<file path="src/shared/rofs_map.vh">
`ifndef ROFS_MAP_VH
`define ROFS_MAP_VH
// Register byte addresses (word aligned)
`define ROFS_ADDR_FUNC      4'h0
`define ROFS_ADDR_STATUS    4'h4
// Function select register
`define ROFS_FUNC_W         8
`define ROFS_FUNC_RESET     8'h00
`define ROFS_FUNC_MAX       8'h24
// Function codes
`define ROFS_CODE_UNUSED    8'h00
`define ROFS_CODE_READY     8'h01
`define ROFS_CODE_RUN       8'h02
`define ROFS_CODE_FWD       8'h03
`define ROFS_CODE_REV       8'h04
`define ROFS_CODE_DCBRK     8'h05
`define ROFS_CODE_ZERO      8'h06
`define ROFS_CODE_ZERO_RUN  8'h07
`define ROFS_CODE_FREQ_DETECT_THRESHOLD_ONE      8'h09
`define ROFS_CODE_FREQ_DETECT_THRESHOLD_TWO      8'h0A
`define ROFS_CODE_ARRIVE    8'h0B
`define ROFS_CODE_UPLIM     8'h0C
`define ROFS_CODE_LOLIM     8'h0D
// Status register bit positions
`define ROFS_ST_RELAY       0
`define ROFS_ST_EXP         1
`endif

</file>
<file path="src/design/rofs_relay_select.v">
`timescale 1ns/1ps
`include "rofs_map.vh"

// Function
// - Hold 8-bit function code 0..36, reset 0; relay acts only with expansion board.
// - Code 0 keeps the relay permanently inactive.
// - Code 1 asserts relay when powered up and fault free.
// - Code 2 asserts relay while drive runs.
// - Code 3 asserts relay while running forward.
// - Code 4 asserts relay while running reverse.
// - Code 5 asserts relay during DC injection braking.
// - Code 6 asserts relay inside zero band, stopped included.
// - Code 7 asserts relay inside zero band only while running.
// - Codes 9 and 10 follow first and second threshold comparators.
// - Code 11 asserts relay inside frequency arrival window.
// - Code 12 asserts relay while set frequency exceeds upper limit.
// - Code 13 asserts relay while set frequency is below lower limit.
module rofs_relay_select
#(
   // Bus geometry
   parameter DATA_W = 32,
   parameter ADDR_W = 4,
   // Width of the stored function code
   parameter FUNC_W = `ROFS_FUNC_W
)
(
   // System
   input  wire                  SYS_CLK,
   input  wire                  SYS_RST,
   // Wishbone slave
   input  wire                  WB_CYC_I,
   input  wire                  WB_STB_I,
   input  wire                  WB_WE_I,
   input  wire [ADDR_W-1:0]     WB_ADR_I,
   input  wire [DATA_W/8-1:0]   WB_SEL_I,
   input  wire [DATA_W-1:0]     WB_DAT_I,
   output wire [DATA_W-1:0]     WB_DAT_O,
   output wire                  WB_ACK_O,
   output wire                  WB_ERR_O,
   // Drive status from the motor-control core
   input  wire                  EXP_BOARD_PRESENT,
   input  wire                  POWER_UP_DONE,
   input  wire                  FAULT_ACTIVE,
   input  wire                  DRIVE_RUNNING,
   input  wire                  DIR_REVERSE,
   input  wire                  DC_BRAKING,
   input  wire                  ZERO_BAND,
   input  wire                  FREQ_DETECT_THRESHOLD_ONE,
   input  wire                  FREQ_DETECT_THRESHOLD_TWO,
   input  wire                  FREQUENCY_ARRIVAL,
   input  wire                  ABOVE_UPPER_LIMIT,
   input  wire                  BELOW_LOWER_LIMIT,
   // Relay drive
   output wire                  RELAY_OUTPUT_FOUR
);

   ////////////////////////////////////////////////////////////////////////////////
   // Sized copies of the shared constants, matched to the bus and code widths

   // Register map
   localparam [ADDR_W-1:0] ADR_FUNC = `ROFS_ADDR_FUNC;
   localparam [ADDR_W-1:0] ADR_STAT = `ROFS_ADDR_STATUS;

   // Code limits
   localparam [FUNC_W-1:0] FUNC_RESET = `ROFS_FUNC_RESET;
   localparam [FUNC_W-1:0] FUNC_MAX   = `ROFS_FUNC_MAX;

   // Function codes this block implements; every other code leaves the relay off.
   // Code 8 and codes 14 to 36 are still stored and read back, so software sees
   // what it wrote, but their status sources live outside this block.
   // Limitation: selecting one of them is legal and simply keeps the contact open.
   localparam [FUNC_W-1:0] CODE_UNUSED   = `ROFS_CODE_UNUSED;
   localparam [FUNC_W-1:0] CODE_READY    = `ROFS_CODE_READY;
   localparam [FUNC_W-1:0] CODE_RUN      = `ROFS_CODE_RUN;
   localparam [FUNC_W-1:0] CODE_FWD      = `ROFS_CODE_FWD;
   localparam [FUNC_W-1:0] CODE_REV      = `ROFS_CODE_REV;
   localparam [FUNC_W-1:0] CODE_DCBRK    = `ROFS_CODE_DCBRK;
   localparam [FUNC_W-1:0] CODE_ZERO     = `ROFS_CODE_ZERO;
   localparam [FUNC_W-1:0] CODE_ZERO_RUN = `ROFS_CODE_ZERO_RUN;
   localparam [FUNC_W-1:0] CODE_FREQ_DETECT_THRESHOLD_ONE     = `ROFS_CODE_FREQ_DETECT_THRESHOLD_ONE;
   localparam [FUNC_W-1:0] CODE_FREQ_DETECT_THRESHOLD_TWO     = `ROFS_CODE_FREQ_DETECT_THRESHOLD_TWO;
   localparam [FUNC_W-1:0] CODE_ARRIVE   = `ROFS_CODE_ARRIVE;
   localparam [FUNC_W-1:0] CODE_UPLIM    = `ROFS_CODE_UPLIM;
   localparam [FUNC_W-1:0] CODE_LOLIM    = `ROFS_CODE_LOLIM;

   ////////////////////////////////////////////////////////////////////////////////
   // Decoding helpers

   // True when the address selects the function code register;
   // shared by the answer, read data and write paths
   function addr_is_func
   (
      input [ADDR_W-1:0] adr
   );
      begin
         addr_is_func = (adr == ADR_FUNC);
      end
   endfunction

   // True when the address selects the read-only status word;
   // writes there are acked and dropped
   function addr_is_stat
   (
      input [ADDR_W-1:0] adr
   );
      begin
         addr_is_stat = (adr == ADR_STAT);
      end
   endfunction

   // Codes above the top of the range are refused, so the stored value
   // can never hold something software could not have meant
   function code_in_range
   (
      input [FUNC_W-1:0] code
   );
      begin
         code_in_range = (code <= FUNC_MAX);
      end
   endfunction

   // Picks the status condition named by the code.
   // Forward and reverse only count while the drive runs, so a stopped drive
   // with a stale direction bit never closes the contact.
   // The zero band alone covers the stopped state too; code 7 adds the run
   // qualifier so a standing drive stays silent.
   function pick_condition
   (
      input [FUNC_W-1:0] code,
      input              ready,
      input              running,
      input              reverse,
      input              braking,
      input              zero_band,
      input              thresh_one,
      input              thresh_two,
      input              arrival,
      input              above_upper,
      input              below_lower
   );
      begin
         case (code)
            CODE_UNUSED:
               pick_condition = 1'h0;
            CODE_READY:
               pick_condition = ready;
            CODE_RUN:
               pick_condition = running;
            CODE_FWD:
               pick_condition = running & ~reverse;
            CODE_REV:
               pick_condition = running & reverse;
            CODE_DCBRK:
               pick_condition = braking;
            CODE_ZERO:
               pick_condition = zero_band;
            CODE_ZERO_RUN:
               pick_condition = zero_band & running;
            CODE_FREQ_DETECT_THRESHOLD_ONE:
               pick_condition = thresh_one;
            CODE_FREQ_DETECT_THRESHOLD_TWO:
               pick_condition = thresh_two;
            CODE_ARRIVE:
               pick_condition = arrival;
            CODE_UPLIM:
               pick_condition = above_upper;
            CODE_LOLIM:
               pick_condition = below_lower;
            default:
               pick_condition = 1'h0;
         endcase
      end
   endfunction

   ////////////////////////////////////////////////////////////////////////////////
   // Storage and internal nets

   // Registers
   reg  [FUNC_W-1:0] relay4_function_select_q;
   reg               relay_q;
   reg               ack_q;
   reg               err_q;
   reg  [DATA_W-1:0] rdata_q;

   // Combinational values
   reg               relay_d;
   reg               cond_sel;
   reg  [DATA_W-1:0] status_word;

   // Request qualifiers
   wire              bus_req;
   wire              req_func;
   wire              req_stat;
   wire              req_unmapped;
   wire              func_write_ok;
   wire              ready_now;

   ////////////////////////////////////////////////////////////////////////////////
   // Request qualification

   // A request already answered is not taken again while the master still holds it
   assign bus_req      = WB_CYC_I & WB_STB_I & ~ack_q & ~err_q;
   assign req_func     = bus_req & addr_is_func(WB_ADR_I);
   assign req_stat     = bus_req & addr_is_stat(WB_ADR_I);
   assign req_unmapped = bus_req & ~addr_is_func(WB_ADR_I) & ~addr_is_stat(WB_ADR_I);

   // Only byte lane 0 carries the code; a refused value is acked but leaves the code.
   // Status writes never reach storage: the status word has no flip-flops of its own.
   assign func_write_ok = req_func & WB_WE_I & WB_SEL_I[0] &
                          code_in_range(WB_DAT_I[FUNC_W-1:0]);

   ////////////////////////////////////////////////////////////////////////////////
   // Bus answer: one wait state, ack or err stands for one cycle

   // Ack for the two mapped addresses; it drops on its own the cycle after,
   // because a pending ack masks the still-held request
   always @(posedge SYS_CLK or posedge SYS_RST)
   begin
      if (SYS_RST)
      begin
         ack_q <= 1'h0;
      end
      else
      begin
         ack_q <= req_func | req_stat;
      end
   end

   // Err for any other address, so a stray access never hangs the master
   // waiting for an ack that would not come
   always @(posedge SYS_CLK or posedge SYS_RST)
   begin
      if (SYS_RST)
      begin
         err_q <= 1'h0;
      end
      else
      begin
         err_q <= req_unmapped;
      end
   end

   // Read data is zero outside the answer cycle so slaves can be ORed together;
   // the cost is one flip-flop stage on the read path
   always @(posedge SYS_CLK or posedge SYS_RST)
   begin
      if (SYS_RST)
      begin
         rdata_q <= {DATA_W{1'h0}};
      end
      else if (req_func)
      begin
         rdata_q <= {{(DATA_W-FUNC_W){1'h0}}, relay4_function_select_q};
      end
      else if (req_stat)
      begin
         rdata_q <= status_word;
      end
      else
      begin
         rdata_q <= {DATA_W{1'h0}};
      end
   end

   // Status word: live relay state and board presence, all other bits zero;
   // the relay bit is the registered drive, not the contact itself
   always @*
   begin
      status_word                 = {DATA_W{1'h0}};
      status_word[`ROFS_ST_RELAY] = relay_q;
      status_word[`ROFS_ST_EXP]   = EXP_BOARD_PRESENT;
   end

   // Bus outputs straight from flip-flops
   assign WB_ACK_O = ack_q;
   assign WB_ERR_O = err_q;
   assign WB_DAT_O = rdata_q;

   ////////////////////////////////////////////////////////////////////////////////
   // Function code register

   // Rewritten only by an accepted, in-range write to byte lane 0;
   // the write lands at the edge that takes the request, the same edge that raises the ack
   always @(posedge SYS_CLK or posedge SYS_RST)
   begin
      if (SYS_RST)
      begin
         relay4_function_select_q <= FUNC_RESET;
      end
      else if (func_write_ok)
      begin
         relay4_function_select_q <= WB_DAT_I[FUNC_W-1:0];
      end
   end

   ////////////////////////////////////////////////////////////////////////////////
   // Condition select

   // The status lines are levels from the core, already in this clock domain,
   // so they are used as they stand; the threshold and band comparators that
   // make them are outside this block.

   // Ready means powered up with no fault present
   assign ready_now = POWER_UP_DONE & ~FAULT_ACTIVE;

   // Picks the status line named by the code; relays two to four need the board,
   // so without it the contact stays open whatever the code says
   always @*
   begin
      cond_sel = pick_condition(relay4_function_select_q,
                                ready_now,
                                DRIVE_RUNNING,
                                DIR_REVERSE,
                                DC_BRAKING,
                                ZERO_BAND,
                                FREQ_DETECT_THRESHOLD_ONE,
                                FREQ_DETECT_THRESHOLD_TWO,
                                FREQUENCY_ARRIVAL,
                                ABOVE_UPPER_LIMIT,
                                BELOW_LOWER_LIMIT);
      relay_d  = cond_sel & EXP_BOARD_PRESENT;
   end

   ////////////////////////////////////////////////////////////////////////////////
   // Relay output

   // Registered so a code rewrite or a hazard in the select never chatters the coil;
   // the cost is one clock of latency, far below the contact's own delay.
   // Reset opens the contact at once, without waiting for a clock.
   always @(posedge SYS_CLK or posedge SYS_RST)
   begin
      if (SYS_RST)
      begin
         relay_q <= 1'h0;
      end
      else
      begin
         relay_q <= relay_d;
      end
   end

   // Contact coil drive
   assign RELAY_OUTPUT_FOUR = relay_q;

endmodule

</file>
<file path="config.mk">
export PLATFORM = sky130hd
export DESIGN_NAME = rofs_relay_select
export DESIGN_NICKNAME = d
export VERILOG_FILES = /design/src/design/rofs_relay_select.v
export VERILOG_INCLUDE_DIRS = /design/src /design/src/shared
export SDC_FILE = /design/constraint.sdc
export NUM_CORES = 1
export LEC_CHECK = 0
export ABC_AREA = 1
export BUFFER_PORTS_ARGS = -buffer_cell sky130_fd_sc_hd__buf_2
export CAP_MARGIN = 20
export CORE_ASPECT_RATIO = 1.1
export CORE_UTILIZATION = 36
export DETAILED_ROUTE_END_ITERATION = 6
export HOLD_SLACK_MARGIN = 0.15
export PLACE_DENSITY = 0.76
export REMOVE_ABC_BUFFERS = 1
export SYNTH_ARGS = -nofsm -noshare
export SYNTH_HDL_FRONTEND = slang
export SYNTH_SLANG_ARGS = --single-unit
</file>
<file path="constraint.sdc">
create_clock -name SYS_CLK -period 1.4 [get_ports SYS_CLK]
set_clock_uncertainty 0.2 [all_clocks]
set_input_delay 0.14 -clock SYS_CLK [delete_from_list [all_inputs] [get_ports SYS_CLK]]
set_output_delay 0.14 -clock SYS_CLK [all_outputs]
set_load 0.01 [all_outputs]
</file>
==> results of run 1 <==
## cells by family (layout without fill, tap and decap cells)
family | after synthesis | in the layout | synth area share, %
compound gates | 4 | 4 | 3.85
buf+inv | 44 | 120 | 21.2
flops | 19 | 19 | 39.5
other cells | 1 | 24 | 0.312
simple gates | 95 | 95 | 35.1
## power groups by stage
stage	sequential, mW	combinational [mW]	clock [mW]
2_1_floorplan	0.569	0.0770	0
3_5_place_dp	0.567	0.155	0
4_1_cts	0.557	0.203	0.294
3_3_place_gp	0.567	0.153	0
6_report	0.558	0.228	0.275
5_1_grt	0.559	0.250	0.305
## area by class of cell
class | count | area, um^2
clock buffers | 3 | 22.5
clock inverters | 1 | 5.00
fillers | 245 | 1150
inverters | 20 | 82.6
multi-input cells | 123 | 667
flip-flops and latches | 19 | 475
well taps | 34 | 42.5
repair buffers | 96 | 684
## registers in the layout, indices dropped and copies added (netlist names)
register             count
RELAY_OUTPUT_FOUR        1
WB_ERR_O                 1
WB_ACK_O                 1
WB_DAT_O                 8
pick_condition.code      8
## worst register-to-register path, delay by kind of cell (launching register included)
family | cells | cell delay (ns)
DFF | 1 | 0.43
buffers and inverters | 3 | 0.33
and+or+nand+nor | 8 | 0.60
## worst paths after layout
check / start / endpoint / slack (ns) / depth (start not counted)
setup / recovery: pick_condition.code[5]$_DFFE_PP0P_ / RELAY_OUTPUT_FOUR$_DFF_PP0_ / -0.21 / 11
hold / removal: WB_ADR_I[3] / WB_ACK_O$_DFF_PP0_ / 0.02 / 4
setup reg to reg: pick_condition.code[5]$_DFFE_PP0P_ / RELAY_OUTPUT_FOUR$_DFF_PP0_ / -0.21 / 11
hold reg to reg: RELAY_OUTPUT_FOUR$_DFF_PP0_ / WB_DAT_O[0]$_DFF_PP0_ / 0.34 / 2
max in group asynchronous: SYS_RST / RELAY_OUTPUT_FOUR$_DFF_PP0_ / 0.62 / 4
min in group asynchronous: SYS_RST / WB_DAT_O[4]$_DFF_PP0_ / 0.19 / 4
## layer usage
metal	part of all wire, %	wire length [um]	vias to the layer above	global-route usage (%)
met5	0	0	-	0
met4	0.65	20	0	6.71
met3	6.6	204	4	3.52
met2	56	1720	61	32.4
met1	37	1140	614	14.6
li1	-	-	652	-
## cells in the final DEF (no fill, tap or decap), types with 6 or more instances in the layout
cell / instances
nand3_1: 10
nand2_2: 9
dlygate4sd3_1: 21
nor2_1: 16
dfrtp_1: 19
inv_1: 13
nor2_2: 8
nor2_4: 6
conb_1: 24
nand4_1: 6
nand2_1: 33
buf_2: 40
buf_4: 32
inv_2: 6
## per-stage QoR
| stage | setup slack, ns | TNS [ns] | cell area (um^2) | std cells |
|---|---|---|---|---|
| after floorplan | -0.164 | -1.95 | 1110 | 162 |
| after global placement | -0.115 | -0.923 | 1490 | 254 |
| after detailed placement | -0.140 | -1.31 | 1490 | 254 |
| after CTS | -0.124 | -0.918 | 1800 | 287 |
| after global routing | -0.334 | -2.95 | 1980 | 296 |
| final | -0.213 | -1.87 | 1980 | 296 |
## timing repair
action / in CTS / in global routing
pin swaps: 8 / 9
endpoints found under the setup margin: 17 / 17
hold buffers: 19 / 2
buffers inserted: 12 / 7
gates resized for setup: 7 / 39
endpoints found under the hold margin: 38 / 4
==> impl_metrics.toml, run 1 <==
[power]
seqPwrFrac_pct = 52.6
p_leak_nw = 1.12
ir_drop_mv = 0.302
switching_share_pct = 27.1
clkPwrFrac_pct = 25.9
power_density_mw_per_mm2 = 536
p_total_mw = 1.06
p_switching_mw = 0.287
p_int_mw = 0.773
pwr-share-comb_pct = 21.5

[synthesis]
ys_types = 16
synth.cell_area_mm2 = 0.00120
yosysSeqAreaShare_pct = 39.5
synthCells = 163
synth.avg_cell_area_um2 = 7.38
synthTopCellsByArea = "dfrtp_1, buf_4, nand2_1"
async_reset_ff_share_pct = 100
synth.most_common_cell = "nand2_1"
synth_top_area_share_pct = 39.5
synth_commonest_cells = "nand2_1, nor2_1, buf_4"
ys.flop_type = "dfrtp_1"
ys_ff_latch = 19
synth_edf_count = 0
ys_warn_count = 0
synth_area_leader_cell = "dfrtp_1"

[routing]
postRouteAntennaNets = 0
wl_per_cell_um = 10.4
drt_wl_total_um = 3080
vias_per_cell = 4.50
drtPass1Iterations = 7
vias = 1331
drt_iter0_drc = 47
drc_errors = 8

[final_layout]
area_growth_pct = 64.4
postLayoutCoreUtil_pct = 63.3
drive_gt1_share_pct = 45.4
nets = 320
antenna_cells = 0

[global_routing]
grt-ovfl-total = 0
grt_usage_pct = 16.0
grt_max_degree = 20
grt_pass1_vias = 1211
grt_first_pass_wirelength_um = 4520
antenna_found_initial = 0

[timing]
fmax_mhz = 620
finalSetupViolations = 17
rsz0062_at_grt = "yes"
min_period_ns = 1.61
finalHoldViolCount = 0
finalMaxSlewViolations = 0
hold_ws_ns = 0.0196
layout_setup_ws_ns = -0.213
final.period_utilization_pct = 115

[clock_tree]
h-tree-depth = 1
clk_latency_ns = 0.29
cts_root_buf = "clkbuf_4"
numClockSinks = 19
cts_tree = "built"
cts.clk_slew.worst_paths_ns = 0.11
cts.path.max_buffers = 2
cts_buffers = 3

[placement]
gp_congestion = 0.795
port_buffers = 40
hpwl_um = 1760

[setup_path]
cp_data_arrival_time_ns = 1.64
crit_path_cell_trace = "inv_2 > nand2_2 > nor2_2 > buf_6 > buf_4 > nand3_1 > nand2_1 > nor2_1 > nand2_1 > nor2_1 > nor2_1"
path_class = "reg2reg"
slowest_stage = "dfrtp_1"
cpPeakStageDelay_ns = 0.43
crit_top_cell = "nor2_1"
cp-end-kind = "flip-flop"
path_delay_family = "simple AND/OR/NAND/NOR gates"
cp_num_buf_inv = 3
critPathLaunchType = "flip-flop"
required_ns = 1.43
critical_path.max_fanout = 5

[floorplanning]
pin_count = 92
rows = 21
design.die.area_mm2 = 0.00358
die_w_um = 57.1
initial_core_util_pct = 38.5
core_area_mm2 = 0.00313
die_y_um = 62.6

[status]
violations = "DRC, setup timing"
outcome = "finished with violations"

[min_path]
hold_path.class = "in2reg"

[run]
cap_violations = 0
No activity file was read; power rests on OpenSTA's default activity.
==> inputs of run 2 (changes only) <==
--- a/config.mk
+++ b/config.mk
@@ -11,9 +11,10 @@
 export CAP_MARGIN = 20
 export CORE_ASPECT_RATIO = 1.1
 export CORE_UTILIZATION = 36
+export CTS_CLUSTER_DIAMETER = 60
 export DETAILED_ROUTE_END_ITERATION = 6
 export HOLD_SLACK_MARGIN = 0.15
-export PLACE_DENSITY = 0.76
+export PLACE_DENSITY = 0.74
 export REMOVE_ABC_BUFFERS = 1
 export SYNTH_ARGS = -nofsm -noshare
 export SYNTH_HDL_FRONTEND = slang
==> run 2 against run 1 <==
Effect of this change: the flow finishes with violations (DRC, hold timing, setup timing); routed wire length down 13%; critical path depth unchanged; first-iteration DRC count is 11% lower; critical path type unchanged; critical endpoint unchanged; largest power group unchanged.
==> impl_metrics.toml, run 2 (same netlist as run 1, synthesis figures left out) <==
[status]
outcome = "finished with violations"
violations = "DRC, hold timing, setup timing"

[routing]
vias_per_cell = 4.34
vias = 1225
drt_iter0_drc = 42
drc_errors = 10
postRouteAntennaNets = 0
wl_per_cell_um = 9.54
drt_wl_total_um = 2690
drtPass1Iterations = 7

[setup_path]
crit_path_cell_trace = "buf_4 > nand2_1 > inv_1 > nand2_1 > nand2_1 > nand2_1 > nand2_1 > nor2_1 > nand2_1 > nor2_1 > nor2_1"
path_delay_family = "simple AND/OR/NAND/NOR gates"
critical_path.max_fanout = 3
crit_top_cell = "nand2_1"
cp_data_arrival_time_ns = 1.53
required_ns = 1.40
crit_path_end = "RELAY_OUTPUT_FOUR$_DFF_PP0_"
cpPeakStageDelay_ns = 0.39
cp_num_buf_inv = 2
startpoint = "pick_condition.code[1]$_DFFE_PP0P_"
cp.depth = 11
r2r_start = "pick_condition.code[1]$_DFFE_PP0P_"
path_class = "reg2reg"
cp-end-kind = "flip-flop"
r2r-end = "RELAY_OUTPUT_FOUR$_DFF_PP0_"
critPathLaunchType = "flip-flop"
r2r_setup_slack_ns = -0.14
reg2reg_depth = 11
slowest_stage = "dfrtp_1"

[timing]
finalSetupViolations = 17
layout_setup_ws_ns = -0.135
min_period_ns = 1.54
final.period_utilization_pct = 110
hold_ws_ns = -0.0903
rsz0062_at_grt = "yes"
finalMaxSlewViolations = 0
finalHoldViolCount = 4
fmax_mhz = 651

[floorplanning]
die_y_um = 62.6
design.die.area_mm2 = 0.00358
initial_core_util_pct = 38.5
pin_count = 92
core_area_mm2 = 0.00313
rows = 21
die_w_um = 57.1

[clock_tree]
numClockSinks = 19
clk_latency_ns = 0.29
cts.clk_slew.worst_paths_ns = 0.11
h-tree-depth = 1
cts_tree = "built"
cts_buffers = 3
cts_root_buf = "clkbuf_4"
cts.path.max_buffers = 2

[run]
cap_violations = 0

[power]
power_density_mw_per_mm2 = 575
ir_drop_mv = 0.295
p_leak_nw = 1.05

[final_layout]
drive_gt1_share_pct = 41.1
area_growth_pct = 50.8
fill_cells = 279
final-seq-area_um2 = 475
multiInputGateArea_um2 = 627
final_common_cell = "buf_2"
antenna_cells = 0
fin_cells = 282
nets = 306
mostFrequentLayoutCells = "buf_2, nand2_1, conb_1, buf_4, nor2_1"
postLayoutCoreUtil_pct = 58.1
fin_area_mm2 = 0.00182

[global_routing]
grt_usage_pct = 14.1
antenna_found_initial = 0
grt-ovfl-total = 0
grt_first_pass_wirelength_um = 4060
grt_max_degree = 20
grt_pass1_vias = 1090

[min_path]
holdPathStages = 3
hold_path.startpoint = "WB_DAT_I[0]"
hold_path.class = "in2reg"

[placement]
port_buffers = 40
gp_congestion = 0.831
placement.cell_area_mm2 = 0.00150
hpwl_um = 1740
dpl.cell_count = 256
-- run 2: changes by cell type in the layout (fill, tap and decap cells not counted), sizes merged --
cell and change:
buf -9, clkinvlp +1, clkinv -1, dlygate4sd3 -5
-- run 2: final cells by class --
type                    instances  share of cell area [%]
inverters                      20                    4.27
clock buffers                   3                    1.24
clock inverters                 1                   0.414
well taps                      34                    2.34
flip-flops and latches         19                    26.2
repair buffers                 82                    31.0
multi-input cells             123                    34.5
-- run 2: power by group --
| group | switching [mW] | internal, mW | total (mW) |
|---|---|---|---|
| Combinational | 0.106 | 0.0968 | 0.203 |
| Clock | 0.176 | 0.108 | 0.284 |
| Sequential | 0.00350 | 0.554 | 0.557 |
| Total | 0.285 | 0.759 | 1.04 |
-- run 2: per-layer routing --
metal	vias to the layer above	global-route usage (%)	wire [um]
met5	-	0	0
met4	0	4.57	40
met3	6	2.48	148
met2	50	25.7	1410
met1	542	16.3	1090
li1	627	-	-
-- run 2: worst min path at each step --
stage	to	slack, ns
detailed placement	WB_DAT_O[4]$_DFF_PP0_	-0.03
finish	pick_condition.code[0]$_DFFE_PP0P_	-0.09
CTS	pick_condition.code[4]$_DFFE_PP0P_	-0.1
global route	pick_condition.code[4]$_DFFE_PP0P_	-0.09
global placement	WB_DAT_O[4]$_DFF_PP0_	-0.03
floorplan	RELAY_OUTPUT_FOUR$_DFF_PP0_	-0.11
-- run 2: per-stage QoR --
stage | setup WS [ns] | setup TNS (ns) | power, mW
floorplan | -0.164 | -1.95 | 0.646
global placement | -0.130 | -0.934 | 0.722
detailed placement | -0.159 | -1.42 | 0.724
CTS | -0.106 | -0.915 | 1.04
global route | -0.220 | -2.23 | 1.10
finish | -0.135 | -1.08 | 1.04
-- run 2: worst register-to-register path: stages, from the launching register on --
cell and delay [ns]:
dfrtp_1 0.39, buf_4 0.14, nand2_1 0.11, inv_1 0.07, nand2_1 0.05, nand2_1 0.05
nand2_1 0.06, nand2_1 0.06, nor2_1 0.09, nand2_1 0.06, nor2_1 0.11, nor2_1 0.05
-- run 2: repair_timing --
action	4_1_cts	5_1_grt
buffers inserted	1	5
endpoints found under the setup margin	17	17
gates resized for setup	6	24
pin swaps	4	6
hold buffers	15	1
hold endpoints to repair	38	12
==> inputs of run 3 (changes only) <==
--- a/config.mk
+++ b/config.mk
@@ -9,12 +9,14 @@
 export ABC_AREA = 1
 export BUFFER_PORTS_ARGS = -buffer_cell sky130_fd_sc_hd__buf_2
 export CAP_MARGIN = 20
+export CELL_PAD_IN_SITES_DETAIL_PLACEMENT = 2
+export CELL_PAD_IN_SITES_GLOBAL_PLACEMENT = 2
 export CORE_ASPECT_RATIO = 1.1
-export CORE_UTILIZATION = 36
+export CORE_UTILIZATION = 19
 export CTS_CLUSTER_DIAMETER = 60
 export DETAILED_ROUTE_END_ITERATION = 6
 export HOLD_SLACK_MARGIN = 0.15
-export PLACE_DENSITY = 0.74
+export PLACE_DENSITY = 0.77
 export REMOVE_ABC_BUFFERS = 1
 export SYNTH_ARGS = -nofsm -noshare
 export SYNTH_HDL_FRONTEND = slang
==> constraint.sdc (replaced) <==
create_clock -name SYS_CLK -period 1.5 [get_ports SYS_CLK]
set_clock_uncertainty 0.2 [all_clocks]
set_input_delay 0.3 -clock SYS_CLK [delete_from_list [all_inputs] [get_ports SYS_CLK]]
set_output_delay 0.3 -clock SYS_CLK [all_outputs]
set_load 0.01 [all_outputs]
==> run 3 against run 2 <==
Effect of this change: critical endpoint unchanged; first-iteration DRC count decreased by 21%; global-route usage down 3.1 points; largest cell class unchanged; count of clock-buffer cells in the layout unchanged; total power is 0.94% higher; die area is 86% higher; the run ends with setup timing left.
==> impl_metrics.toml, run 3 (same netlist as run 1, synthesis figures left out) <==
[clock_tree]
cts.clk_slew.worst_paths_ns = 0.07
numClockSinks = 19
cts_tree = "built"
clk_latency_ns = 0.26
cts_buffers = 3
h-tree-depth = 1
cts.path.max_buffers = 2
cts_root_buf = "clkbuf_8"

[floorplanning]
initial_core_util_pct = 19.6
design.die.area_mm2 = 0.00666
pin_count = 92
die_w_um = 77.9
core_area_mm2 = 0.00616
rows = 30
die_y_um = 85.5

[final_layout]
antenna_cells = 0
area_growth_pct = 52.0
nets = 300
postLayoutCoreUtil_pct = 29.7
drive_gt1_share_pct = 43.8
final_common_cell = "buf_2"
fin_cells = 322
mostFrequentLayoutCells = "buf_2, nand2_1, buf_4, conb_1"

[timing]
final.period_utilization_pct = 107
finalMaxSlewViolations = 0
fmax_mhz = 621
min_period_ns = 1.61
layout_setup_ws_ns = -0.109
finalSetupTns_ns = -0.158
finalSetupViolations = 7
rsz0062_at_grt = "yes"
finalHoldViolCount = 0

[setup_path]
cpPeakStageDelay_ns = 0.41
cp_num_buf_inv = 2
crit_path_cell_trace = "inv_2 > nand2_1 > nor2_1 > buf_4 > nand2_2 > nand2_1 > nor2_1 > nor2_1 > nor2_1 > nor2_1 > nor2_1"
required_ns = 1.44
r2r-end = "RELAY_OUTPUT_FOUR$_DFF_PP0_"
path_class = "reg2reg"
r2r_start = "pick_condition.code[5]$_DFFE_PP0P_"
crit_top_cell = "nor2_1"
critical_path.max_fanout = 6
slowest_stage = "dfrtp_1"
critPathLaunchType = "flip-flop"
path_delay_family = "simple AND/OR/NAND/NOR gates"
cp-end-kind = "flip-flop"
reg2reg_depth = 11
cp_data_arrival_time_ns = 1.55
r2r_setup_slack_ns = -0.11

[run]
cap_violations = 0

[global_routing]
grt_usage_pct = 11.0
antenna_found_initial = 0
grt_max_degree = 20
grt_first_pass_wirelength_um = 5710
grt_pass1_vias = 1319
grt-ovfl-total = 0

[power]
power_density_mw_per_mm2 = 576
seqPwrFrac_pct = 49.4
p_switching_mw = 0.274
switching_share_pct = 26.0
p_int_mw = 0.780
clkPwrFrac_pct = 33.6
p_leak_nw = 1.04
ir_drop_mv = 0.312
pwr-share-comb_pct = 16.9

[placement]
gp_congestion = 0.722
dpl.cell_count = 302
port_buffers = 40
hpwl_um = 2740

[routing]
wl_per_cell_um = 10.8
drt_iter0_drc = 33
drt_wl_total_um = 3480
vias_per_cell = 3.83
drtPass1Iterations = 3
vias = 1234
drc_errors = 0
postRouteAntennaNets = 0

[status]
outcome = "finished with violations"
violations = "setup timing"

[min_path]
holdPathStages = 3
whs_endpoint = "WB_DAT_O[1]$_DFF_PP0_"
hold_path.class = "in2reg"
hold_path.startpoint = "WB_ADR_I[2]"
[run 3: final cells by class]
type                    instances  area [um^2]
well taps                      80          100
clock inverters                 1         5.00
clock buffers                   3         41.3
inverters                      20         82.6
multi-input cells             123          632
flip-flops and latches         19          475
fillers                       752         4330
repair buffers                 76          493
[run 3: worst register-to-register path, delay by kind of cell (launching register included)]
| kind | cells | cell delay [ns] |
|---|---|---|
| and+or+nand+nor | 9 | 0.64 |
| DFF | 1 | 0.41 |
| buffers and inverters | 2 | 0.25 |
[run 3: worst max-delay path by stage]
stage / start / end / slack (ns) / cells past startpoint
3_5_place_dp: WB_ADR_I[1] / pick_condition.code[4]$_DFFE_PP0P_ / -0.19 / 8
3_3_place_gp: WB_ADR_I[1] / pick_condition.code[1]$_DFFE_PP0P_ / -0.14 / 8
5_1_grt: pick_condition.code[5]$_DFFE_PP0P_ / RELAY_OUTPUT_FOUR$_DFF_PP0_ / -0.22 / 11
6_report: pick_condition.code[5]$_DFFE_PP0P_ / RELAY_OUTPUT_FOUR$_DFF_PP0_ / -0.11 / 11
2_1_floorplan: WB_ACK_O$_DFF_PP0_ / pick_condition.code[0]$_DFFE_PP0P_ / -0.06 / 6
4_1_cts: pick_condition.code[4]$_DFFE_PP0P_ / RELAY_OUTPUT_FOUR$_DFF_PP0_ / -0.07 / 11
[run 3: timing repair]
action | 4_1_cts | 5_1_grt
cloned | 0 | 0
gates resized for setup | 12 | 22
hold buffers | 6 | 0
pin swaps | 4 | 4
endpoints found under the setup margin | 17 | 17
endpoints found under the hold margin | 25 | 0
setup buffers | 6 | 4
[run 3: metal layers]
layer | global-route usage [%] | share of wire [%]
met5 | 0 | 0
met2 | 22.6 | 56
met1 | 10.4 | 37
met3 | 2.90 | 5.8
met4 | 3.54 | 1.3
[run 3: metrics by stage]
stage / setup slack (ns) / area, um^2 / hold slack, ns / power, mW
5_1_grt: -0.224 / 1830 / 0.173 / 1.12
4_1_cts: -0.0676 / 1740 / 0.155 / 1.07
3_3_place_gp: -0.144 / 1560 / 0.136 / 0.680
2_1_floorplan: -0.0640 / 1110 / 0.0511 / 0.603
3_5_place_dp: -0.186 / 1560 / 0.138 / 0.687
6_report: -0.109 / 1830 / 0.158 / 1.05
[run 3: power by group through the flow]
stage	Combinational, mW	Sequential [mW]	Clock [mW]
after floorplan	0.0719	0.531	0
after CTS	0.175	0.520	0.375
after detailed placement	0.157	0.530	0
after global placement	0.151	0.530	0
after global routing	0.200	0.521	0.394
final	0.179	0.521	0.355
